### src/clk_sel_defs.vh
// Register offsets, field positions, reset values and timing counts for the clock selector
`ifndef CLK_SEL_DEFS_VH
`define CLK_SEL_DEFS_VH

// Register byte offsets
`define OFS_SYS_CLK_EN 9'h000
`define OFS_SYS_CLK_DIS 9'h004
`define OFS_SYS_CLK_STAT 9'h008
`define OFS_PER_CLK_EN 9'h010
`define OFS_PER_CLK_DIS 9'h014
`define OFS_PER_CLK_STAT 9'h018
`define OFS_MAIN_OSC 9'h020
`define OFS_PLL_CFG 9'h028
`define OFS_MCK_CFG 9'h030
`define OFS_PCK0_CFG 9'h040
`define OFS_PCK1_CFG 9'h044
`define OFS_PCK2_CFG 9'h048
`define OFS_INT_EN 9'h060
`define OFS_INT_DIS 9'h064
`define OFS_STATUS 9'h068
`define OFS_INT_MASK 9'h06c
`define OFS_FAST_MODE 9'h070
`define OFS_FAST_POL 9'h074
`define OFS_PROT_MODE 9'h0e4
`define OFS_PROT_STAT 9'h0e8
`define OFS_OSC_CAL 9'h110

// Clock source select encodings
`define SRC_SLOW 2'h0
`define SRC_MAIN 2'h1
`define SRC_PLL 2'h2
`define SRC_MCK 2'h3

// Field positions
`define SRC_SELECT_LSB 0
`define PRESCALER_LSB 4
`define PCK_EN_LSB 8
`define STAT_LOCK_BIT 1
`define STAT_MCK_READY_BIT 3
`define STAT_PCK_READY_LSB 8
`define PROTECT_ON_BIT 0
`define WP_KEY_LSB 8
`define VIOLATION_SRC_LSB 8

// Reset values
`define RST_MCK_CFG 32'h0000_0001
`define RST_PCK_CFG 32'h0000_0000
`define RST_PLL_CFG 32'h0000_3f00
`define RST_MAIN_OSC 32'h0000_0001
`define RST_OSC_CAL 32'h0040_4040

// Master switch settle time in slow clock periods, undivided worst case
`define SW_SLOW_CYCLES 4'h5

`endif

### src/clk_select.v
// Master and programmable clock selection with AHB-Lite registers and write protection
//
// Added by the designer: the AHB-Lite interface to the registers and the register addresses.
`timescale 1ns/10ps
`default_nettype none
`include "clk_sel_defs.vh"
module clk_select #(
   parameter [23:0] WP_KEY = 24'h5a5a5a, // Arbitrary access key value
   parameter NUM_PCK = 3
) (
   input wire REF_CLK,
   input wire RST_N,
   input wire HSEL,
   input wire [31:0] HADDR,
   input wire [1:0] HTRANS,
   input wire HWRITE,
   input wire [2:0] HSIZE,
   input wire [31:0] HWDATA,
   input wire HREADY,
   output reg [31:0] HRDATA,
   output reg HREADYOUT,
   output reg HRESP,
   input wire SLOW_CLK_IN,
   input wire MAIN_CLK_IN,
   input wire PLL_CLK_IN,
   input wire PLL_LOCK_IN,
   output reg MCK_OUT,
   output reg [2:0] PCK_OUT,
   output reg [31:0] PERIPH_CLK_EN,
   output reg IRQ
);
   localparam ST_RUN = 2'h0;
   localparam ST_DRAIN = 2'h1;
   localparam ST_SETTLE = 2'h2;

   // Picks one of four levels by source code; used for levels and ticks alike
   function pick;
      input [1:0] sel;
      input [3:0] v;
      begin
         pick = v[sel];
      end
   endfunction

   // Protected offsets
   function is_prot;
      input [8:0] a;
      begin
         case (a)
            `OFS_SYS_CLK_EN, `OFS_SYS_CLK_DIS, `OFS_PER_CLK_EN, `OFS_PER_CLK_DIS,
            `OFS_MAIN_OSC, `OFS_PLL_CFG, `OFS_MCK_CFG, `OFS_PCK0_CFG,
            `OFS_PCK1_CFG, `OFS_PCK2_CFG, `OFS_FAST_MODE, `OFS_FAST_POL,
            `OFS_OSC_CAL: is_prot = 1'b1;
            default: is_prot = 1'b0;
         endcase
      end
   endfunction

   wire slow_lvl, main_lvl, pll_lvl, lock_lvl;
   wire slow_rise, main_rise, pll_rise;

   src_sync u_slow (.clk(REF_CLK), .rst_n(RST_N), .src_in(SLOW_CLK_IN),
      .lvl_r(slow_lvl), .rise(slow_rise));
   src_sync u_main (.clk(REF_CLK), .rst_n(RST_N), .src_in(MAIN_CLK_IN),
      .lvl_r(main_lvl), .rise(main_rise));
   src_sync u_pll (.clk(REF_CLK), .rst_n(RST_N), .src_in(PLL_CLK_IN),
      .lvl_r(pll_lvl), .rise(pll_rise));
   src_sync u_lock (.clk(REF_CLK), .rst_n(RST_N), .src_in(PLL_LOCK_IN),
      .lvl_r(lock_lvl), .rise());

   // Register state
   reg [31:0] mck_cfg_r, pll_cfg_r, main_osc_r, fast_mode_r, fast_pol_r, osc_cal_r;
   reg [31:0] pck_cfg_r [0:2];
   reg [2:0] pck_en_r;
   reg [2:0] pck_rdy_r;
   reg [31:0] int_mask_r;
   reg write_protect_on_r, write_violation_flag_r;
   reg [15:0] violation_source_field_r;
   reg mck_rdy_r;

   // Data phase capture
   reg dp_wr_r;
   reg [8:0] dp_addr_r;
   wire ap_valid = HSEL & HTRANS[1] & HREADY;
   wire wr = dp_wr_r;
   wire blocked = wr & write_protect_on_r & is_prot(dp_addr_r);
   wire wr_ok = wr & ~blocked;

   // Master switch state
   reg [1:0] st_r;
   reg [1:0] cur_sel_r;
   reg [2:0] cur_prescaler_r;
   reg gate_r;
   reg [3:0] settle_r;
   wire [1:0] clock_source_select = mck_cfg_r[`SRC_SELECT_LSB +: 2];
   wire [2:0] prescaler_field = mck_cfg_r[`PRESCALER_LSB +: 3];
   wire unlocked = (clock_source_select == `SRC_PLL) & ~lock_lvl;
   wire [1:0] tgt_sel = unlocked ? `SRC_SLOW : clock_source_select;
   wire [3:0] src_lvls = {1'b0, pll_lvl, main_lvl, slow_lvl};
   wire [3:0] src_rises = {1'b0, pll_rise, main_rise, slow_rise};
   wire mck_div;

   pow2_div u_mdiv (.clk(REF_CLK), .rst_n(RST_N),
      .src_lvl(pick(cur_sel_r, src_lvls)), .src_rise(pick(cur_sel_r, src_rises)),
      .prescaler_field(cur_prescaler_r), .div_r(mck_div));

   // Programmable clock dividers; code 3 takes the master clock, passed only undivided as its tick is tied low
   wire [2:0] pck_div;
   wire [2:0] pck_rise;
   genvar g;
   generate
      for (g = 0; g < NUM_PCK; g = g + 1) begin : g_pck
         wire [3:0] lv = {MCK_OUT, pll_lvl, main_lvl, slow_lvl};
         wire [3:0] rs = {1'b0, pll_rise, main_rise, slow_rise};
         wire [1:0] sel = pck_cfg_r[g][`SRC_SELECT_LSB +: 2];
         assign pck_rise[g] = pick(sel, rs);
         pow2_div u_pdiv (.clk(REF_CLK), .rst_n(RST_N),
            .src_lvl(pick(sel, lv)), .src_rise(pck_rise[g]),
            .prescaler_field(pck_cfg_r[g][`PRESCALER_LSB +: 3]),
            .div_r(pck_div[g]));
      end
   endgenerate

   wire [31:0] status = {21'h0, pck_rdy_r, 4'h0, mck_rdy_r, 1'b0, lock_lvl, 1'b0};

   // Bus address phase: zero wait states, read data registered for the data phase
   always @(posedge REF_CLK) begin
      if (!RST_N) begin
         dp_wr_r <= 1'b0;
         dp_addr_r <= 9'h000;
         HRDATA <= 32'h0000_0000;
         HREADYOUT <= 1'b0;
         HRESP <= 1'b0;
      end else begin
         HREADYOUT <= 1'b1;
         HRESP <= 1'b0;
         dp_wr_r <= ap_valid & HWRITE;
         dp_addr_r <= {HADDR[8:2], 2'h0};
         HRDATA <= 32'h0000_0000;
         if (ap_valid & ~HWRITE) begin
            case ({HADDR[8:2], 2'h0})
               `OFS_SYS_CLK_STAT: HRDATA <= {21'h0, pck_en_r, 8'h00};
               `OFS_PER_CLK_STAT: HRDATA <= PERIPH_CLK_EN;
               `OFS_MAIN_OSC: HRDATA <= main_osc_r;
               `OFS_PLL_CFG: HRDATA <= pll_cfg_r;
               `OFS_MCK_CFG: HRDATA <= mck_cfg_r;
               `OFS_PCK0_CFG: HRDATA <= pck_cfg_r[0];
               `OFS_PCK1_CFG: HRDATA <= pck_cfg_r[1];
               `OFS_PCK2_CFG: HRDATA <= pck_cfg_r[2];
               `OFS_STATUS: HRDATA <= status;
               `OFS_INT_MASK: HRDATA <= int_mask_r;
               `OFS_FAST_MODE: HRDATA <= fast_mode_r;
               `OFS_FAST_POL: HRDATA <= fast_pol_r;
               `OFS_PROT_MODE: HRDATA <= {WP_KEY, 7'h00, write_protect_on_r};
               `OFS_PROT_STAT:
                  HRDATA <= {8'h00, violation_source_field_r, 7'h00, write_violation_flag_r};
               `OFS_OSC_CAL: HRDATA <= osc_cal_r;
               default: HRDATA <= 32'h0000_0000;
            endcase
         end
      end
   end

   // Register writes in the data phase; protected writes are dropped and recorded
   always @(posedge REF_CLK) begin
      if (!RST_N) begin
         mck_cfg_r <= `RST_MCK_CFG;
         pll_cfg_r <= `RST_PLL_CFG;
         main_osc_r <= `RST_MAIN_OSC;
         fast_mode_r <= 32'h0000_0000;
         fast_pol_r <= 32'h0000_0000;
         osc_cal_r <= `RST_OSC_CAL;
         pck_cfg_r[0] <= `RST_PCK_CFG;
         pck_cfg_r[1] <= `RST_PCK_CFG;
         pck_cfg_r[2] <= `RST_PCK_CFG;
         pck_en_r <= 3'h0;
         PERIPH_CLK_EN <= 32'h0000_0000;
         int_mask_r <= 32'h0000_0000;
         write_protect_on_r <= 1'b0;
         write_violation_flag_r <= 1'b0;
         violation_source_field_r <= 16'h0000;
      end else begin
         // Set wins over a keyed clear arriving in the same cycle
         if (wr_ok && dp_addr_r == `OFS_PROT_MODE && HWDATA[31:8] == WP_KEY) begin
            write_protect_on_r <= HWDATA[`PROTECT_ON_BIT];
            write_violation_flag_r <= 1'b0;
         end
         if (blocked) begin
            write_violation_flag_r <= 1'b1;
            violation_source_field_r <= {7'h00, dp_addr_r};
         end
         if (wr_ok) begin
            case (dp_addr_r)
               `OFS_SYS_CLK_EN: pck_en_r <= pck_en_r | HWDATA[`PCK_EN_LSB +: 3];
               `OFS_SYS_CLK_DIS: pck_en_r <= pck_en_r & ~HWDATA[`PCK_EN_LSB +: 3];
               `OFS_PER_CLK_EN: PERIPH_CLK_EN <= PERIPH_CLK_EN | HWDATA;
               `OFS_PER_CLK_DIS: PERIPH_CLK_EN <= PERIPH_CLK_EN & ~HWDATA;
               `OFS_MAIN_OSC: main_osc_r <= HWDATA;
               `OFS_PLL_CFG: pll_cfg_r <= HWDATA;
               `OFS_MCK_CFG: mck_cfg_r <= {25'h0, HWDATA[`PRESCALER_LSB +: 3], 2'h0, HWDATA[1:0]};
               `OFS_PCK0_CFG: pck_cfg_r[0] <= {25'h0, HWDATA[6:4], 2'h0, HWDATA[1:0]};
               `OFS_PCK1_CFG: pck_cfg_r[1] <= {25'h0, HWDATA[6:4], 2'h0, HWDATA[1:0]};
               `OFS_PCK2_CFG: pck_cfg_r[2] <= {25'h0, HWDATA[6:4], 2'h0, HWDATA[1:0]};
               `OFS_INT_EN: int_mask_r <= int_mask_r | HWDATA;
               `OFS_INT_DIS: int_mask_r <= int_mask_r & ~HWDATA;
               `OFS_FAST_MODE: fast_mode_r <= HWDATA;
               `OFS_FAST_POL: fast_pol_r <= HWDATA;
               `OFS_OSC_CAL: osc_cal_r <= HWDATA;
               default: ;
            endcase
         end
      end
   end

   // Master switch: drain old clock low, change over, settle, then ungate on a low phase
   always @(posedge REF_CLK) begin
      if (!RST_N) begin
         st_r <= ST_RUN;
         cur_sel_r <= `SRC_MAIN;
         cur_prescaler_r <= 3'h0;
         gate_r <= 1'b1;
         settle_r <= 4'h0;
         mck_rdy_r <= 1'b1;
      end else begin
         case (st_r)
            ST_RUN: begin
               mck_rdy_r <= ~unlocked;
               if (tgt_sel != cur_sel_r || prescaler_field != cur_prescaler_r) begin
                  mck_rdy_r <= 1'b0;
                  st_r <= ST_DRAIN;
               end
            end
            ST_DRAIN: begin
               mck_rdy_r <= 1'b0;
               if (!mck_div) begin
                  gate_r <= 1'b0;
                  cur_sel_r <= tgt_sel;
                  cur_prescaler_r <= prescaler_field;
                  settle_r <= 4'h0;
                  st_r <= ST_SETTLE;
               end
            end
            ST_SETTLE: begin
               mck_rdy_r <= 1'b0;
               if (settle_r != `SW_SLOW_CYCLES) begin
                  if (slow_rise)
                     settle_r <= settle_r + 4'h1;
               end else if (!mck_div) begin
                  // Divided output may need up to 32 new-source edges before this low phase
                  gate_r <= 1'b1;
                  st_r <= ST_RUN;
                  // A rewrite during the switch leaves ready low so the next one starts at once
                  mck_rdy_r <= (tgt_sel == cur_sel_r) & ~unlocked &
                     (prescaler_field == cur_prescaler_r);
               end
            end
            default: st_r <= ST_RUN;
         endcase
      end
   end

   // Outputs and programmable clock ready flags
   integer i;
   always @(posedge REF_CLK) begin
      if (!RST_N) begin
         MCK_OUT <= 1'b0;
         PCK_OUT <= 3'h0;
         pck_rdy_r <= 3'h0;
         IRQ <= 1'b0;
      end else begin
         MCK_OUT <= gate_r & mck_div;
         for (i = 0; i < NUM_PCK; i = i + 1) begin
            // No glitch guard here; software disables before reconfiguring
            PCK_OUT[i] <= pck_en_r[i] & pck_div[i];
            if (!pck_en_r[i])
               pck_rdy_r[i] <= 1'b0;
            else if (pck_rise[i])
               pck_rdy_r[i] <= 1'b1;
         end
         IRQ <= |(status & int_mask_r);
      end
   end
endmodule
`default_nettype wire

### src/src_sync.v
// Two-flop synchroniser and rising-edge tick for one incoming source clock
`timescale 1ns/10ps
`default_nettype none
module src_sync (
   input wire clk,
   input wire rst_n,
   input wire src_in,
   output reg lvl_r,
   output wire rise
);
   reg meta_r;
   reg prev_r;

   // Only the second flop and later stages are looked at
   always @(posedge clk) begin
      if (!rst_n) begin
         meta_r <= 1'b0;
         lvl_r <= 1'b0;
         prev_r <= 1'b0;
      end else begin
         meta_r <= src_in;
         lvl_r <= meta_r;
         prev_r <= lvl_r;
      end
   end

   assign rise = lvl_r & ~prev_r;
endmodule
`default_nettype wire

### src/pow2_div.v
// Power-of-two divider, 1 through 64, running on rising ticks of its source
`timescale 1ns/10ps
`default_nettype none
module pow2_div (
   input wire clk,
   input wire rst_n,
   input wire src_lvl,
   input wire src_rise,
   input wire [2:0] prescaler_field,
   output reg div_r
);
   reg [5:0] cnt_r;
   wire [2:0] p;

   // Code 7 is reserved and behaves as 64
   assign p = (prescaler_field == 3'h7) ? 3'h6 : prescaler_field;

   // Counter bit p-1 toggles every 2^(p-1) source edges, giving a period of 2^p
   always @(posedge clk) begin
      if (!rst_n) begin
         cnt_r <= 6'h00;
         div_r <= 1'b0;
      end else begin
         if (src_rise)
            cnt_r <= cnt_r + 6'h01;
         if (p == 3'h0)
            div_r <= src_lvl;
         else
            div_r <= cnt_r[p - 3'h1];
      end
   end
endmodule
`default_nettype wire

### config.mk
export PLATFORM = sky130hd
export DESIGN_NAME = clk_select
export DESIGN_NICKNAME = d
export VERILOG_FILES = /design/src/clk_select.v /design/src/src_sync.v /design/src/pow2_div.v
export VERILOG_INCLUDE_DIRS = /design/src
export SDC_FILE = /design/constraint.sdc
export NUM_CORES = 1
export LEC_CHECK = 0
export BUFFER_PORTS_ARGS = -buffer_cell sky130_fd_sc_hd__buf_4
export CAP_MARGIN = 30
export CORE_ASPECT_RATIO = 0.6
export CORE_MARGIN = 1
export CORE_UTILIZATION = 45
export DETAILED_ROUTE_END_ITERATION = 10
export GPL_TIMING_DRIVEN = 0
export PLACE_DENSITY = 0.63
export SLEW_MARGIN = 20
export SYNTH_ARGS = -nofsm -noshare
export SYNTH_HDL_FRONTEND = slang
export SYNTH_HIERARCHICAL = 1
export SYNTH_SLANG_ARGS = --single-unit
### constraint.sdc
create_clock -name REF_CLK -period 3.5 [get_ports REF_CLK]
set_clock_uncertainty 0.2 [all_clocks]
set_input_delay 0.175 -clock REF_CLK [delete_from_list [all_inputs] [get_ports REF_CLK]]
set_output_delay 0.175 -clock REF_CLK [all_outputs]
set_load 0.02 [all_outputs]
* After elaboration in Yosys (flattened, before gate mapping)
Memory sizes are Yosys's and may differ from the RTL's. Cells that the tools add are included. W data, S select, Z words.
Word-level totals: output and inout port bits 71, input bits 78, memories kept 1, register bits after elaboration 346, word-level logic and storage cells 260, memory bits (writable) 15
Operators by class: bitwise gates (word level) 37, order comparisons 8, equal/unequal tests 49, reductions and logical operators 34, $add $sub $neg 9, multiplexer cells 74
Memories:
- pck_cfg_r | words 3, bits a word 5, read ports 3, clocked after Yosys merged registers in 0, wr ports 3, line clk_select.v:73 | reg [31:0] pck_cfg_r [0:2];
Operators with widths (number):
- $pmux W32 S15 | 1
- $pmux W32 S2 | 2
- $and A32 B32 Y32 | 2
- $or A32 B32 Y32 | 2
- $eq A9 B7 Y1 const B | 7
- $eq A7 B5 Y1 const B | 7
- $mux W1 | 39
- $and A11 B32 Y32 | 1
- $not A32 Y32 | 1
- $reduce_or A32 Y1 | 1
- $reduce_and A2 Y1 | 14
- $eq A9 B6 Y1 const B | 3
- $add A6 B1 Y6 const B | 4
- $eq A24 B23 Y1 const B | 1
- $eq A7 B4 Y1 const B | 3
- $eq A9 B5 Y1 const B | 2
- $and A1 B1 Y1 | 17
- $bmux W1 S2 | 8
- $lt A3 B4 Y1 const B | 4
- $mux W5 | 3
- $eq A7 B6 Y1 const B | 2
- $reduce_or A13 Y1 | 1
- $bmux W1 S3 | 4
- $eq A3 B3 Y1 const B | 4
- 38 further kinds | 78

* Logic depth before layout (Yosys ltp)
Gate-level depths: netlist (run 1).
depth after elaboration 10, depth in mapped cells 9

* Cells and area by module
Netlist (run 1), hierarchy kept.
Modules (own cells, without submodules):
- clk_select | seq. area each 6516.2 µm², cells an instance 1522, times used 1, area each 13690.6 µm²
- pow2_div | seq. area each 140.1 µm², cells an instance 32, times used 4, area each 320.3 µm²
- src_sync | seq. area each 60.1 µm², cells an instance 7, times used 4, area each 92.6 µm²

* Least setup slack after synthesis (run 1)
OpenSTA, ideal clock, no wires.
path kind reg-to-reg, from register dp_addr_r[5], to memory pck_cfg_r[0][0] (netlist bit) (enable), period minus slack after synthesis 2.628 ns, cell stages (with the launch flop) 7, data arrival time 2.052 ns, data required time 2.924 ns, path slack 0.872 ns, cells stage by stage dfxtp_1 -> nor2b_1 -> clkbuf_1 -> and4b_1 -> a2111oi_4 -> nand2_1 -> o31ai_1
RTL lines:
- from (decl) | line clk_select.v:83 | reg [8:0] dp_addr_r;
- from (signal assigned) | line clk_select.v:138 | dp_addr_r <= {HADDR[8:2], 2'h0};
- to (decl) | line clk_select.v:73

* Worst setup path after layout (run 1)
from input port HADDR[7], to register HRDATA[3]
Between the ends: word-level cells in the longest chain between the ends 2
RTL lines:
- from (decl) | line clk_select.v:14 | input wire [31:0] HADDR,
- $eq A7 B7 Y1 (tied with other cells) | line clk_select.v:141 | case ({HADDR[8:2], 2'h0})
- $pmux W32 S15 * | line clk_select.v:141
- to (signal assigned) | line clk_select.v:142 | `OFS_SYS_CLK_STAT: HRDATA <= {21'h0, pck_en_r, 8'h00};
- to (signal assigned) | line clk_select.v:144 | `OFS_MAIN_OSC: HRDATA <= main_osc_r;
- to (signal assigned) | line clk_select.v:145 | `OFS_PLL_CFG: HRDATA <= pll_cfg_r;
- to (decl) | line clk_select.v:20 | output reg [31:0] HRDATA,
Mark *: on every way between the ends. The rest lies on a longest branch, timed or not. A chain may end at the register's enable or synchronous reset.

==> results of run 1 <==
## stage by stage
step | total power [mW] | area (µm²) | hold slack [ns] | setup WS (ns) | std cells
floorplan | 4.45 | 15300 | 0.00272 | 0.872 | 1675
global placement | 4.68 | 16700 | 0.177 | -0.397 | 2238
CTS | 8.64 | 18400 | 0.0674 | 0.0739 | 2347
finish | 8.68 | 18400 | 0.0884 | -0.0600 | 2354
detailed placement | 4.69 | 16700 | 0.181 | -0.322 | 2241
global route | 8.86 | 18400 | 0.0756 | 0.0145 | 2352
## critical path: cells and delay by family
family	cells	cell delay, ns
AOI/OAI and AO/OA	2	0.59
buffers and inverters	3	1.28
and+or+nand+nor	2	1.71
## how the worst min path moves through the flow
stage          slack [ns]            end  depth (start not counted)         from
2_1_floorplan       0.003      HREADYOUT                          0        RST_N
3_3_place_gp         0.18  u_main/meta_r                          2  MAIN_CLK_IN
3_5_place_dp         0.18  u_main/meta_r                          2  MAIN_CLK_IN
4_1_cts              0.07     HRDATA[10]                          4     HADDR[7]
5_1_grt              0.08     HRDATA[10]                          4     HADDR[7]
6_report             0.09     HRDATA[10]                          4     HADDR[6]
## placed cells by master, fill, tap and decap left out, drive strengths merged, types with 12 or more instances in the layout
cell and instances:
a221oi 20, edfxtp 15, buf 157, a31oi 31
a21oi 24, a21boi 63, and3 12, dfxtp 342
nand4 18, xor2 14, nor2b 27, o21ai 94
inv 15, clkbuf 143, dlygate4sd3 44, nor2 55
mux2i 132, nand2 330, a22oi 54, a222oi 14
nand3 121, and2 23
## report_power, final
group | switching (mW) | internal (mW) | leakage (nW)
sequential | 0.0309 | 4.11 | 2.90
combinational | 0.360 | 0.164 | 3.11
clock | 1.69 | 2.33 | 0.596
## layout make-up
| class | instances | area, µm² |
|---|---|---|
| fillers | 2974 | 14500 |
| multi-input cells | 1176 | 7410 |
| flip-flops and latches | 357 | 7300 |
| repair buffers | 165 | 1360 |
| clock buffers | 51 | 1060 |
| well taps | 450 | 563 |
| plain buffers | 128 | 552 |
| clock inverters | 11 | 138 |
| inverters | 14 | 52.6 |
| diodes | 2 | 5.00 |
## routing by layer
layer	up-vias	wire length (µm)	global-route usage
li1	6385	-	-
met4	0	1130	0.0761
met3	99	9320	0.105
met1	7028	26500	0.520
met2	1012	23500	0.475
met5	-	0	0
## timing repair
action                                 in CTS  in global routing
hold buffers                               44                  0
setup endpoints to repair                   0                  0
endpoints found under the hold margin     272                  0
==> metrics, run 1 <==
status=finished with violations; failing checks=negative setup slack; CTS tree=yes; worst-path fanout max=10; Arrival @ worst endpoint=3.77 ns; fin crit period=3.56 ns; worst setup path end=HRDATA[3]; nets=1965; Leakage Power=6.60 nW; detailed-placement wirelength estimate=42900 µm; via count=14500; final core area utilization=0.560; cells on worst reg2reg path=7; Worst setup EP type=register; routed wire length=60500 µm; core area=32900 µm²; Fin Setup TNS=-0.0600 ns; vias per cell=6.17; CP max-delay cell=nor3b_2; Buffers on Ports=113; largest net degree at the start of global routing=22; first-pass GRT wire length=87200 µm; gpl congestion=0.972; Syn Inst Count=1675; fin crit share=1.02; Reg-to-Reg Start=dp_addr_r[3]; clock sinks=357; yosys warns=6; die height=145 µm; die width=240 µm; Final Max Slew Viols=0; worst path cell trace=buf_4 > clkbuf_1 > nor4_1 > nor3b_2 > clkbuf_1 > a222oi_1 > a31oi_1; io pins=149; Mapped Nets=1763; layout cells sized above 1=0.125; Hold Path Class=input pin to register; setup repair bufs after CTS=0; vias in the first global route=13400; CTS resizes=0; final setup fails=1; WL per Instance=25.7 µm; Startpoint Class=input pin; crit path launch=HADDR[7]; Pwr per Cell Area=471 nW/µm²; crit-path max cell delay=0.92 ns; Worst VDD drop=0.318 mV; number of core rows=51; cell area after synthesis=15300 µm²; Die Footprint=34800 µm²; Fmax=281 MHz; Root Buffer=clkbuf_16; maximum buffer depth of the clock tree=3; area delta synth->final=20.4%; clk_lat worst skew=0.54 ns; drt pass-1 iters=8; Antenna Nets Post-Route=0; GRT Util Overall=0.346; Syn Area/Cell=9.14 µm²; drt drc=0; Slew HR=0.217; Max Cap Viol=0; Worst-path clk slew=0.07 ns; r2r setup slk=0.18 ns; CTS buffer count=35; CP required=3.71 ns; worst setup margin=-0.0600 ns; H-tree depth=2; starting density of the core=0.465; RSZ-0062 raised after global routing=false; endpoints failing hold=0; worst slew pin tran=1.16 ns; GRT Residual Overflow=0; CP dominant cell by count=clkbuf_1; number of DRC markers in iteration 0=2274; initial antenna violation count=1; crit path kind=input pin to register
Note: power is estimated with default switching activity, not from simulation.
==> run 2: changes to the inputs <==
--- a/config.mk
+++ b/config.mk
@@ -14,6 +14,7 @@
 export DETAILED_ROUTE_END_ITERATION = 10
 export GPL_TIMING_DRIVEN = 0
 export PLACE_DENSITY = 0.63
+export RECOVER_POWER = 25
 export SLEW_MARGIN = 20
 export SYNTH_ARGS = -nofsm -noshare
 export SYNTH_HDL_FRONTEND = slang
==> metrics, run 2 (synthesis gave the netlist of run 1 again) <==
Root Buffer=clkbuf_16 (unchanged); initial antenna violation count=1 (unchanged); min-delay src=HADDR[7] (was HADDR[6]); Leakage Power=6.28 nW (was 6.60 nW); hold depth=4 (unchanged); Reg-to-Reg Start=dp_addr_r[3] (unchanged); fin crit share=1.04 (was 1.02); vias in the first global route=13400 (unchanged); starting density of the core=0.465 (unchanged); worst-path fanout max=10 (unchanged); core area=32900 µm² (unchanged); Final Max Slew Viols=0 (unchanged); first-pass GRT wire length=87200 µm (unchanged); via count=14600 (was 14500); Hold Path Class=input pin to register (unchanged); total power=8.68 mW (about the same); Slew HR=0.0949 (was 0.217); r2r setup slk=0.20 ns (was 0.18 ns); failing checks=negative setup slack (unchanged); detailed-placement wirelength estimate=42900 µm (unchanged); Pwr per Cell Area=478 nW/µm² (was 471 nW/µm²); post-place setup slack=-0.322 ns (unchanged); status=finished with violations (unchanged); Worst-path clk slew=0.07 ns (about the same); layout cells sized above 1=0.0868 (was 0.125); CP dominant cell by count=clkbuf_1 (unchanged); io pins=149 (unchanged); Buffers on Ports=113 (unchanged); setup repair bufs after CTS=0 (unchanged); worst setup margin=-0.144 ns (was -0.0600 ns); nets=1965 (unchanged); Max Cap Viol=0 (unchanged); Hold Path End=HRDATA[10] (unchanged); crit-path max cell delay=0.92 ns (about the same); die height=145 µm (unchanged); RSZ-0062 raised after global routing=false (unchanged); area delta synth->final=18.6% (was 20.4%); Finished Layout Cells=2353 (was 2354); worst slew pin tran=1.34 ns (was 1.16 ns); CP required=3.71 ns (about the same); cells on worst reg2reg path=7 (unchanged); drt pass-1 iters=6 (was 8); Fmax=274 MHz (was 281 MHz); H-tree depth=2 (unchanged); gpl congestion=0.972 (unchanged); vias per cell=6.21 (was 6.17); worst path cell trace=buf_4 > clkbuf_1 > nor4_1 > nor3b_2 > clkbuf_1 > a222oi_1 > a31oi_1 (unchanged); number of core rows=51 (unchanged); Die Footprint=34800 µm² (unchanged); endpoints failing hold=0 (unchanged); commonest cells after routing, fill and taps aside=342 x dfxtp_1, 330 x nand2_1, 166 x clkbuf_1 (was 342 x dfxtp_1, 330 x nand2_1, 132 x mux2i_1); fin crit period=3.64 ns (was 3.56 ns); CP max-delay cell=nor3b_2 (unchanged); routed wire length=60700 µm (was 60500 µm); Fillers=3036 (was 2974); Arrival @ worst endpoint=3.86 ns (was 3.77 ns); die width=240 µm (unchanged); final setup fails=3 (was 1); largest net degree at the start of global routing=22 (unchanged); WL per Instance=25.8 µm (was 25.7 µm); crit path kind=input pin to register (unchanged); number of DRC markers in iteration 0=2430 (was 2274); final instance area=18100 µm² (was 18400 µm²); most common cell after layout, fill and taps aside=dfxtp_1 (unchanged); clk_lat worst skew=0.54 ns (about the same); maximum buffer depth of the clock tree=3 (unchanged); area post-placement=16700 µm² (unchanged); Worst VDD drop=0.318 mV (about the same); clock sinks=357 (unchanged); GRT Util Overall=0.346 (unchanged); placed cells=2241 (unchanged); CTS buffer count=35 (unchanged); Startpoint Class=input pin (unchanged); CTS tree=yes (unchanged); Worst setup EP type=register (unchanged); Antenna Nets Post-Route=0 (unchanged); drt drc=0 (unchanged); GRT Residual Overflow=0 (unchanged)
## run 2: cell types whose count changed in the layout (fill, tap and decap cells not counted), sizes merged
cell	previous run	this run
buf	157	86
clkbuf	143	214
diode	2	1
## run 2: how the worst max path moves through the flow
stage | start | end | slack [ns]
2_1_floorplan | dp_addr_r[5] | pck_cfg_r[0][0] | 0.87
3_3_place_gp | HADDR[7] | HRDATA[3] | -0.40
3_5_place_dp | HADDR[7] | HRDATA[3] | -0.32
4_1_cts | dp_addr_r[5] | pck_cfg_r[0][1] | 0.07
5_1_grt | HADDR[7] | HRDATA[3] | 0.01
6_report | HADDR[7] | HRDATA[3] | -0.14
## run 2: layout make-up
class	instances	area (µm²)	share of cell area
Clock inverter	11	138	0.00758
Multi-Input combinational cell	1176	7390	0.407
Timing Repair Buffer	165	1090	0.0603
Antenna cell	1	2.50	0.000138
Clock buffer	51	1060	0.0583
Buffer	128	552	0.0304
Inverter	14	52.6	0.00290
Tap cell	450	563	0.0310
Sequential cell	357	7300	0.402
## run 2: metal layers
metal | global-route usage | vias up | share of wire
met2 | 0.475 | 1038 | 0.39
met3 | 0.105 | 95 | 0.15
met1 | 0.520 | 7089 | 0.44
li1 | - | 6391 | -
met5 | 0 | - | 0
met4 | 0.0761 | 0 | 0.017
## run 2: through the flow
stage | utilization | setup TNS (ns) | hold slack (ns)
final | 0.551 | -0.167 | 0.0851
after global routing | 0.551 | 0 | 0.0756
after CTS | 0.558 | 0 | 0.0674
after detailed placement | 0.509 | -2.18 | 0.181
after global placement | 0.508 | -3.25 | 0.177
after floorplan | - | 0 | 0.00272
## run 2: timing repair
item,in CTS,in global routing
endpoints found under the hold margin,272,0
gates resized for setup,0,0
hold buffers,44,0
## run 2: critical path, delay by kind of cell
family | cells | cell delay (ns)
AOI/OAI and AO/OA | 2 | 0.61
buffers and inverters | 3 | 1.31
and+or+nand+nor | 2 | 1.75
## run 2: where the power goes
part / internal [mW] / switching, mW / total [mW]
combinational: 0.162 / 0.361 / 0.523
clock: 2.32 / 1.69 / 4.01
sequential: 4.11 / 0.0301 / 4.14
total: 6.60 / 2.08 / 8.68
